<file path="config.mk">
export PLATFORM = sky130hd
export DESIGN_NAME = component_interface_module
export DESIGN_NICKNAME = d
export VERILOG_FILES = /design/src/priority_pkg.sv /design/src/contact_if.sv /design/src/component_interface_module.sv /design/src/pair_receiver.sv
export SDC_FILE = /design/constraint.sdc
export NUM_CORES = 1
export LEC_CHECK = 0
export BUFFER_PORTS_ARGS = -buffer_cell sky130_fd_sc_hd__clkbuf_2
export CORE_MARGIN = 2
export CORE_UTILIZATION = 43
export CTS_CLUSTER_DIAMETER = 80
export DETAILED_ROUTE_END_ITERATION = 16
export PLACE_DENSITY = 0.73
export RECOVER_POWER = 100
export SLEW_MARGIN = 20
export SYNTH_ARGS = -nofsm -noshare
export SYNTH_HDL_FRONTEND = slang
export SYNTH_HIERARCHICAL = 1
export SYNTH_SLANG_ARGS = --single-unit
</file>
<file path="constraint.sdc">
create_clock -name clk -period 1 [get_ports clk]
set_input_delay 0.1 -clock clk [delete_from_list [all_inputs] [get_ports clk]]
set_output_delay 0.1 -clock clk [all_outputs]
set_load 0.02 [all_outputs]
</file>
<file path="src/priority_pkg.sv">
/*
 * Constants and types shared by the component priority logic.
 * Assumes nothing of its surroundings.
 */
package priority_pkg;

	// Remote station contact vector layout
	localparam int REMOTE_W     = 4;
	localparam int REMOTE_ACT   = 0;
	localparam int REMOTE_TRIP  = 1;
	localparam int REMOTE_BLOCK = 2;
	localparam int REMOTE_RESET = 3;

	// Status widths
	localparam int STAT_W = 4;
	localparam int INT_W  = 4;

	// Internal status field positions
	localparam int INT_DEMAND = 0;
	localparam int INT_SYSACT = 1;
	localparam int INT_BLOCK  = 2;
	localparam int INT_FAULT  = 3;

	// Reset values
	localparam logic                RST_BIT    = 1'h0;
	localparam logic [REMOTE_W-1:0] RST_REMOTE = 4'h0;
	localparam logic [STAT_W-1:0]   RST_STATUS = 4'h0;
	localparam logic [INT_W-1:0]    RST_INT    = 4'h0;

	// Stored component demand
	typedef enum logic {
		DEM_UNACT,
		DEM_ACT
	} demand_t;

endpackage : priority_pkg

</file>
<file path="src/contact_if.sv">
/*
 * Carrier for decoded remote station contacts between receiver and
 * priority logic.
 * Assumes one clock domain shared by both ends.
 */
`timescale 1ns/10ps
`default_nettype none

interface contact_if #(
	parameter int N = 4
);
	logic [N-1:0] contact;
	logic         fault;

	modport rx (output contact, output fault);
	modport user (input contact, input fault);
endinterface : contact_if

`default_nettype wire

</file>
<file path="src/component_interface_module.sv">
/*
 * Priority logic for one plant component: merges safety and non-safety
 * demands, latches system-level actuation, gates remote station manual
 * controls, and returns component and internal status.
 * Assumes all inputs synchronous to clk and only discrete command bits
 * arriving from the remote I/O communication function.
 */
`timescale 1ns/10ps
`default_nettype none

module component_interface_module (
	// Clock and reset
	input  wire logic                         clk,
	input  wire logic                         nrst,
	// Safety port
	input  wire logic                         px_actuate,
	input  wire logic                         px_unactuate,
	input  wire logic                         sys_auto_actuate,
	input  wire logic                         man_actuate,
	input  wire logic                         man_reset,
	input  wire logic                         man_trip,
	input  wire logic                         man_block,
	input  wire logic                         trip_clear,
	input  wire logic                         block_permissive,
	input  wire logic                         block_removal,
	// Non-safety port
	input  wire logic                         py_actuate,
	input  wire logic                         py_unactuate,
	// Remote station
	input  wire logic [priority_pkg::REMOTE_W-1:0] remote_pos,
	input  wire logic [priority_pkg::REMOTE_W-1:0] remote_neg,
	input  wire logic                         xfer_enable,
	// Test
	input  wire logic                         test_request,
	input  wire logic                         test_interlock,
	// Component status in
	input  wire logic [priority_pkg::STAT_W-1:0] comp_status,
	// Outputs
	output logic                              comp_command,
	output logic                              sys_actuation,
	output logic                              reactor_trip,
	output logic                              block_active,
	output logic                              test_permit,
	output logic [priority_pkg::STAT_W-1:0]   status_comp,
	output logic [priority_pkg::INT_W-1:0]    status_internal
);
	import priority_pkg::*;

	////////////////////////////////////////////////////////////////////////
	// Remote station contact receiver

	contact_if #(.N(REMOTE_W)) remote_link ();

	pair_receiver #(
		.N (REMOTE_W)
	) u_rx (
		.clk  (clk),
		.nrst (nrst),
		.pos  (remote_pos),
		.neg  (remote_neg),
		.link (remote_link.rx)
	);

	////////////////////////////////////////////////////////////////////////
	// Input registers

	logic px_act_ff;
	logic px_unact_ff;
	logic py_act_ff;
	logic py_unact_ff;
	logic auto_ff;
	logic man_act_ff;
	logic man_reset_ff;
	logic man_trip_ff;
	logic man_block_ff;
	logic trip_clear_ff;
	logic permissive_ff;
	logic removal_ff;
	logic xfer_ff;
	logic test_req_ff;
	logic interlock_ff;

	always_ff @(posedge clk) begin
		if (!nrst) begin
			px_act_ff     <= RST_BIT;
			px_unact_ff   <= RST_BIT;
			py_act_ff     <= RST_BIT;
			py_unact_ff   <= RST_BIT;
			auto_ff       <= RST_BIT;
			man_act_ff    <= RST_BIT;
			man_reset_ff  <= RST_BIT;
			man_trip_ff   <= RST_BIT;
			man_block_ff  <= RST_BIT;
			trip_clear_ff <= RST_BIT;
			permissive_ff <= RST_BIT;
			removal_ff    <= RST_BIT;
			xfer_ff       <= RST_BIT;
			test_req_ff   <= RST_BIT;
			interlock_ff  <= RST_BIT;
		end else begin
			px_act_ff     <= px_actuate;
			px_unact_ff   <= px_unactuate;
			py_act_ff     <= py_actuate;
			py_unact_ff   <= py_unactuate;
			auto_ff       <= sys_auto_actuate;
			man_act_ff    <= man_actuate;
			man_reset_ff  <= man_reset;
			man_trip_ff   <= man_trip;
			man_block_ff  <= man_block;
			trip_clear_ff <= trip_clear;
			permissive_ff <= block_permissive;
			removal_ff    <= block_removal;
			xfer_ff       <= xfer_enable;
			test_req_ff   <= test_request;
			interlock_ff  <= test_interlock;
		end
	end

	////////////////////////////////////////////////////////////////////////
	// System-level decode

	logic    sys_ff;
	logic    trip_ff;
	logic    block_ff;
	logic    cmd_ff;
	logic    permit_ff;
	demand_t demand_ff;
	demand_t nxt_demand;

	wire remote_act;
	wire remote_trip;
	wire remote_block;
	wire remote_reset;
	wire auto_eff;
	wire sys_set;
	wire sys_clr;
	wire trip_set;
	wire blk_req;
	wire act_req;
	wire want_unact;
	wire nxt_sys;
	wire nxt_trip;
	wire nxt_block;
	wire nxt_permit;

	// Remote controls dead until operation is transferred
	assign remote_act   = xfer_ff & remote_link.contact[REMOTE_ACT];
	assign remote_trip  = xfer_ff & remote_link.contact[REMOTE_TRIP];
	assign remote_block = xfer_ff & remote_link.contact[REMOTE_BLOCK];
	assign remote_reset = xfer_ff & remote_link.contact[REMOTE_RESET];

	// Block only inhibits automatic actuation
	assign blk_req   = man_block_ff | remote_block;
	assign nxt_block = (block_ff | blk_req) & permissive_ff & ~removal_ff;
	assign auto_eff  = auto_ff & ~block_ff;

	// Set wins over reset, so manual actuation cannot be cancelled
	assign sys_set  = auto_eff | man_act_ff | remote_act;
	assign sys_clr  = man_reset_ff | remote_reset;
	assign nxt_sys  = sys_set | (sys_ff & ~sys_clr);
	assign trip_set = man_trip_ff | remote_trip;
	assign nxt_trip = trip_set | (trip_ff & ~trip_clear_ff);

	// Interlock touches nothing but the test permit
	assign nxt_permit = test_req_ff & interlock_ff;

	////////////////////////////////////////////////////////////////////////
	// Component demand arbitration

	assign act_req    = px_act_ff | py_act_ff | sys_ff | sys_set;
	assign want_unact = px_unact_ff | py_unact_ff;

	always_comb begin
		nxt_demand = demand_ff;
		unique case (demand_ff)
			DEM_UNACT: begin
				if (act_req)
					nxt_demand = DEM_ACT;
			end
			DEM_ACT: begin
				// Reset of the latch alone never moves the component
				if (!act_req && want_unact)
					nxt_demand = DEM_UNACT;
			end
		endcase
	end

	always_ff @(posedge clk) begin
		if (!nrst) begin
			demand_ff <= DEM_UNACT;
			cmd_ff    <= RST_BIT;
			sys_ff    <= RST_BIT;
			trip_ff   <= RST_BIT;
			block_ff  <= RST_BIT;
			permit_ff <= RST_BIT;
		end else begin
			demand_ff <= nxt_demand;
			cmd_ff    <= (nxt_demand == DEM_ACT);
			sys_ff    <= nxt_sys;
			trip_ff   <= nxt_trip;
			block_ff  <= nxt_block;
			permit_ff <= nxt_permit;
		end
	end

	////////////////////////////////////////////////////////////////////////
	// Status toward the non-safety side

	logic [STAT_W-1:0] stat_ff;
	logic [INT_W-1:0]  int_ff;
	wire  [INT_W-1:0]  nxt_int;

	assign nxt_int[INT_DEMAND] = cmd_ff;
	assign nxt_int[INT_SYSACT] = sys_ff;
	assign nxt_int[INT_BLOCK]  = block_ff;
	assign nxt_int[INT_FAULT]  = remote_link.fault;

	always_ff @(posedge clk) begin
		if (!nrst) begin
			stat_ff <= RST_STATUS;
			int_ff  <= RST_INT;
		end else begin
			stat_ff <= comp_status;
			int_ff  <= nxt_int;
		end
	end

	assign comp_command    = cmd_ff;
	assign sys_actuation   = sys_ff;
	assign reactor_trip    = trip_ff;
	assign block_active    = block_ff;
	assign test_permit     = permit_ff;
	assign status_comp     = stat_ff;
	assign status_internal = int_ff;
endmodule : component_interface_module

`default_nettype wire

</file>
<file path="src/pair_receiver.sv">
/*
 * Complementary pair receiver: each contact arrives as a true line and a
 * complement line; a contact state is taken only while both lines agree.
 * Assumes the pair inputs are synchronous to clk.
 */
`timescale 1ns/10ps
`default_nettype none

module pair_receiver #(
	parameter int N = 4
) (
	// Clock and reset
	input  wire logic         clk,
	input  wire logic         nrst,
	// Contact pairs
	input  wire logic [N-1:0] pos,
	input  wire logic [N-1:0] neg,
	// Decoded contacts
	contact_if.rx             link
);
	import priority_pkg::*;

	if (N < 1 || N > 32) begin : g_bad_width
		$error("pair_receiver: N out of range");
	end

	logic [N-1:0] pos_ff;
	logic [N-1:0] neg_ff;
	logic [N-1:0] contact_ff;
	logic         fault_ff;
	wire  [N-1:0] agree;
	wire  [N-1:0] nxt_contact;
	wire          nxt_fault;

	// Lines agree when they are complementary
	assign agree       = pos_ff ^ neg_ff;
	assign nxt_contact = (agree & pos_ff) | (~agree & contact_ff);
	assign nxt_fault   = ~(&agree);

	always_ff @(posedge clk) begin
		if (!nrst) begin
			pos_ff     <= '0;
			neg_ff     <= '1;
			contact_ff <= '0;
			fault_ff   <= RST_BIT;
		end else begin
			pos_ff     <= pos;
			neg_ff     <= neg;
			contact_ff <= nxt_contact;
			fault_ff   <= nxt_fault;
		end
	end

	assign link.contact = contact_ff;
	assign link.fault   = fault_ff;
endmodule : pair_receiver

`default_nettype wire

</file>
==> results of run 1 <==
state kept, by name (all words and copies together), names as in the netlist, 4 cells and up, named ones only:
register	count
u_rx/neg_ff	4
status_comp	4
status_internal	4
u_rx/pos_ff	4
worst max-delay path: stages (launching register included):
cell and delay (ns):
dfxtp_2 0.35, buf_6 0.11, buf_8 0.12
final timing paths:
check	slack (ns)	startpoint	depth (start not counted)	endpoint
hold / removal	0.14	nrst	3	u_rx/neg_ff[0]$_SDFF_PN1_
setup reg to reg	0.02	u_rx/neg_ff[0]$_SDFF_PN1_	3	flip-flop
hold reg to reg	0.39	removal_ff$_SDFF_PN0_	1	block_active$_SDFF_PN0_
setup / recovery	0.007	block_active$_SDFF_PN0_	2	block_active
power by group through the flow:
stage / clock, mW / sequential, mW / combinational, mW
3_5_place_dp: 0 / 1.79 / 0.251
3_3_place_gp: 0 / 1.79 / 0.242
4_1_cts: 0.804 / 1.76 / 0.356
5_1_grt: 0.882 / 1.78 / 0.408
6_report: 0.784 / 1.77 / 0.375
2_1_floorplan: 0 / 1.82 / 0.102
logic make-up after synthesis:
logic type      share of synthesized area
simple gates                        0.203
flops                               0.651
compound gates                     0.0606
buf+inv                            0.0258
xor+xnor                           0.0278
fa+ha+maj                          0.0318
repair_timing:
action,in CTS,in global routing
gates cloned,0,0
endpoints found under the setup margin,2,11
pin swaps,0,4
hold buffers,27,0
buffers inserted,3,1
resized for setup,10,19
hold endpoints to repair,27,0
per-layer routing:
layer / vias up / GRT usage
li1: 497 / -
met5: - / 0
met1: 418 / 0.143
met4: 0 / 0.0565
met2: 35 / 0.278
met3: 4 / 0.0446
stage by stage:
| stage | worst slack [ns] | hold WS (ns) | TNS (ns) | cells |
|---|---|---|---|---|
| 6_report | 0.00670 | 0.143 | 0 | 217 |
| 5_1_grt | -0.0425 | 0.145 | -0.127 | 217 |
| 4_1_cts | -0.0161 | 0.132 | -0.0314 | 216 |
| 3_5_place_dp | 0.0139 | 0.287 | 0 | 179 |
| 3_3_place_gp | 0.0382 | 0.285 | 0 | 179 |
| 2_1_floorplan | 0.0169 | 0.173 | 0 | 107 |
layout make-up:
cell class | count | area share
flip-flops and latches | 41 | 0.423
clock buffers | 7 | 0.0280
repair buffers | 75 | 0.294
well taps | 31 | 0.0197
inverters | 5 | 0.00955
multi-input cells | 58 | 0.226
cell usage in the layout (no fill, tap or decap), types with 3 or more instances in the layout:
cell type      count
clkbuf_4           5
maj3_1             3
dfxtp_1           33
and2_1            25
clkbuf_2          38
dfxtp_2            8
dlygate4sd3_1     27
buf_4              3
and2_0             6
inv_1              4
nand2b_1           5
buf_6              4
xnor2_1            3
==> flow_summary.json, run 1 <==
{
  "status": "finished, final reports clean",
  "netlist_area_um2": 1260,
  "p_seq_frac": 0.604,
  "fillers": 213,
  "met1_length_um": 945,
  "dieArea_um2": 3380,
  "maxCapViolations": 0,
  "synthArstFlopShare": 0,
  "coreArea_um2": 2780,
  "clk_pin_slew_worst_paths_ns": 0.11,
  "synth_top_area_share": 0.651,
  "utilization": 0.707,
  "intPower_mw": 2.29,
  "regArea_um2": 831,
  "place.gp.congestion": 0.701,
  "port_buffers": 41,
  "first_pass_iters": 4,
  "pwr-share-comb": 0.128,
  "grt_max_degree": 42,
  "crit_type": "flip-flop to output pin",
  "routed.top_layer": "met4",
  "layout-area-overhead-vs-synth_pct": 56.0,
  "antenna_found_initial": 0,
  "yosys-top-cells-count": "dfxtp_1, and2_1, inv_1, nand2b_1",
  "ys_ff_latch": 41,
  "place.detailed.hpwl_um": 1420,
  "ys_warn_count": 6,
  "cts_root_buf": "clkbuf_4",
  "via_per_inst": 4.40,
  "num_antenna_cells": 0,
  "crit_arrival_ns": 0.89,
  "drt_wl_total_um": 2310,
  "crit_path_start_kind": "flip-flop",
  "p_leak_nw": 0.894,
  "avgSynthCellArea_um2": 11.8,
  "hold_path_class": "primary input to flip-flop",
  "ant_nets": 0,
  "drt_iter0_markers": 9,
  "clockBufferDepth": 2,
  "finalCritPeriodShare": 0.993,
  "critPathCaptureType": "output pin",
  "synth-edff-count": 0,
  "irDropWorstVdd_mv": 1.19,
  "cp_max_fo": 2,
  "h-tree-depth": 2,
  "wl_met3_um": 129,
  "ys.flop_type": "dfxtp_1",
  "finalSetupViolCount": 0,
  "max_freq_ghz": 1.01,
  "required_ns": 0.90,
  "rsz0062_at_grt": "yes",
  "die_height_um": 58.1,
  "synthesis.instances": 107,
  "grt_pass1_wl_um": 3620,
  "period_minus_slack_ns": 0.993,
  "switching_share": 0.217,
  "yosysSeqAreaShare": 0.651,
  "io_pins": 42,
  "die_w_um": 58.1,
  "synth_cell_types": 20,
  "placed_area_um2": 1530,
  "via_count": 954,
  "worst_pin_slew_ns": 0.253,
  "fin_nets": 215,
  "design_area_um2": 1970,
  "start_util": 0.453,
  "track_usage": 0.145,
  "drc": 0,
  "yosysMostFrequentCell": "dfxtp_1",
  "syn-num-nets": 136,
  "cts_tree": "built",
  "finalHoldViolations": 0,
  "multi_input_area_um2": 444,
  "maxSlewViolCount": 0,
  "cts.sinks": 41,
  "power.share.clock": 0.268,
  "synth_largest_area_cell": "dfxtp_1",
  "power_mw": 2.93,
  "numCtsBuffers": 5,
  "drive_above_1_share": 0.366,
  "skew_ns": 0.00492,
  "power_density_nw_per_um2": 1490,
  "grt_overflow": 0,
  "rows": 19,
  "wl_met2_um": 1220,
  "clkLatencyLatePin_ns": 0.32,
  "grt_pass1_vias": 926,
  "drt-wirelength-per-cell_um": 10.7,
  "max_slew_margin": 0.831,
  "synthTopCellsByArea": "dfxtp_1, and2_1, maj3_1",
  "power_switching_mw": 0.634
}
Note: power is estimated with default switching activity, not from simulation.
==> run 2: changes to the inputs <==
--- a/config.mk
+++ b/config.mk
@@ -10,7 +10,7 @@
 export CORE_UTILIZATION = 43
 export CTS_CLUSTER_DIAMETER = 80
 export DETAILED_ROUTE_END_ITERATION = 16
-export PLACE_DENSITY = 0.73
+export PLACE_DENSITY_LB_ADDON = 0.12
 export RECOVER_POWER = 100
 export SLEW_MARGIN = 20
 export SYNTH_ARGS = -nofsm -noshare
==> run 2 against run 1 <==
  * Clock power is 2% lower
  * Largest cell class unchanged
  * Setup slack improved by 0.022 ns
  * Highest routed layer unchanged
  * Critical endpoint is now u_rx/link.fault$_SDFF_PN0_
  * Non-clock buffer count down 6
  * Critical path depth did not move
  * Core utilization decreased by 4.2 points
  * Register-to-register slack about the same
==> flow_summary.json, run 2 (synthesis gave the netlist of run 1 again) <==
{
  "status": "finished, final reports clean",
  "gr-max-usage-layer": "met2",
  "finalCritPeriodShare": 0.971,
  "final_cells": 211,
  "ant_nets": 0,
  "met1_usage": 0.127,
  "grt_pass1_wl_um": 3420,
  "placed_area_um2": 1520,
  "skew_ns": 0.00156,
  "h-tree-depth": 2,
  "critPathCaptureType": "flip-flop",
  "num_antenna_cells": 0,
  "clk_pin_slew_worst_paths_ns": 0.10,
  "grt_use_met2": 0.256,
  "crit_type": "flip-flop to flip-flop",
  "grt_pass1_vias": 905,
  "final_common_cell": "clkbuf_2",
  "drt-wirelength-per-cell_um": 9.82,
  "port_buffers": 41,
  "dieArea_um2": 3380,
  "use_met3": 0.0424,
  "regToRegSetupSlack_ns": 0.03,
  "fillers": 222,
  "cts.sinks": 41,
  "hold-path-endpoint": "u_rx/neg_ff[1]$_SDFF_PN1_",
  "p_leak_nw": 0.845,
  "r2r_cells": 2,
  "crit_path_start_kind": "flip-flop",
  "design_area_um2": 1850,
  "cp_max_fo": 2,
  "slowest_delay_ns": 0.40,
  "drive_above_1_share": 0.311,
  "required_ns": 1.22,
  "io_pins": 42,
  "cts_tree": "built",
  "maxCapViolations": 0,
  "grt_overflow": 0,
  "clockBufferDepth": 2,
  "r2r_end": "u_rx/link.fault$_SDFF_PN0_",
  "hold_start": "nrst",
  "coreArea_um2": 2780,
  "clkLatencyLatePin_ns": 0.32,
  "die_w_um": 58.1,
  "layout-area-overhead-vs-synth_pct": 46.7,
  "crit_chain": "xnor2_1 -> o41a_1",
  "place.detailed.hpwl_um": 1360,
  "worst_pin_slew_ns": 0.254,
  "period_minus_slack_ns": 0.971,
  "hold_path_class": "primary input to flip-flop",
  "rsz0062_at_grt": "yes",
  "power_density_nw_per_um2": 1540,
  "first_pass_iters": 3,
  "crit_slowest_cell": "o41a_1",
  "drt_iter0_markers": 10,
  "via_per_inst": 4.33,
  "holdPathStages": 3,
  "max_freq_ghz": 1.03,
  "finalHoldViolations": 0,
  "hold_ws_ns": 0.136,
  "fin_nets": 209,
  "max_slew_margin": 0.830,
  "post-cts-setup-buffers": 0,
  "start_util": 0.453,
  "utilization": 0.664,
  "crit_arrival_ns": 1.19,
  "numCtsBuffers": 5,
  "grt_max_degree": 42,
  "irDropWorstVdd_mv": 1.47,
  "rr_startpoint": "u_rx/pos_ff[0]$_SDFF_PN0_",
  "antenna_found_initial": 0,
  "place.gp.congestion": 0.672,
  "track_usage": 0.138,
  "drt_wl_total_um": 2070,
  "via_count": 914,
  "rows": 19,
  "cts_root_buf": "clkbuf_4",
  "placed_cells": 178,
  "maxSlewViolCount": 0,
  "layout_common_cells": "clkbuf_2, dfxtp_1, and2_1, dlygate4sd3_1",
  "finalSetupViolCount": 0,
  "power_mw": 2.85,
  "die_height_um": 58.1,
  "drc": 0
}
[run 2: area by class of cell]
type | count | area [um2] | area share
multi-input cells | 58 | 409 | 0.221
clock buffers | 7 | 55.1 | 0.0298
repair buffers | 69 | 500 | 0.271
well taps | 31 | 38.8 | 0.0210
inverters | 5 | 18.8 | 0.0102
flip-flops and latches | 41 | 826 | 0.447
[run 2: per-stage QoR]
| step | setup TNS, ns | setup slack [ns] |
|---|---|---|
| after floorplan | 0 | 0.0169 |
| after global placement | 0 | 0.0353 |
| after detailed placement | 0 | 0.0161 |
| after CTS | 0 | 0.00213 |
| after global routing | -0.00154 | -0.00154 |
| final | 0 | 0.0289 |
[run 2: repair_timing]
item / CTS / global route
gates resized for setup: 5 / 9
hold buffers: 27 / 0
pin swaps: 0 / 5
endpoints found under the hold margin: 27 / 0
endpoints found under the setup margin: 3 / 7
[run 2: worst max-delay path, delay by kind of cell, from the launching register on]
kind | cells | cell delay, ns
xor gates and xnor gates | 1 | 0.13
DFF | 1 | 0.34
AOI/OAI and AO/OA | 1 | 0.40
[run 2: where the power goes]
part	internal (mW)	switching, mW	total, mW	leakage, nW
combinational	0.203	0.120	0.323	0.473
clock	0.332	0.439	0.771	0.0314
sequential	1.72	0.0389	1.76	0.340
total	2.25	0.598	2.85	0.845
[run 2: worst max-delay path by stage]
stage,cells after the start,end,slack (ns),startpoint
after floorplan,3,demand_ff$_SDFF_PN0_,0.02,block_active$_SDFF_PN0_
final,2,u_rx/link.fault$_SDFF_PN0_,0.03,u_rx/pos_ff[0]$_SDFF_PN0_
after global placement,3,flip-flop,0.04,u_rx/neg_ff[3]$_SDFF_PN1_
after global routing,2,u_rx/link.fault$_SDFF_PN0_,-0.002,u_rx/pos_ff[0]$_SDFF_PN0_
after detailed placement,3,flip-flop,0.02,u_rx/neg_ff[1]$_SDFF_PN1_
after CTS,3,flip-flop,0.002,u_rx/neg_ff[0]$_SDFF_PN1_
[run 2: layer usage]
layer,share of wire,vias to the layer above,wire length (um)
met5,0,-,0
met4,0.019,0,39
met3,0.062,5,129
met2,0.51,31,1060
met1,0.41,397,847
li1,-,481,-
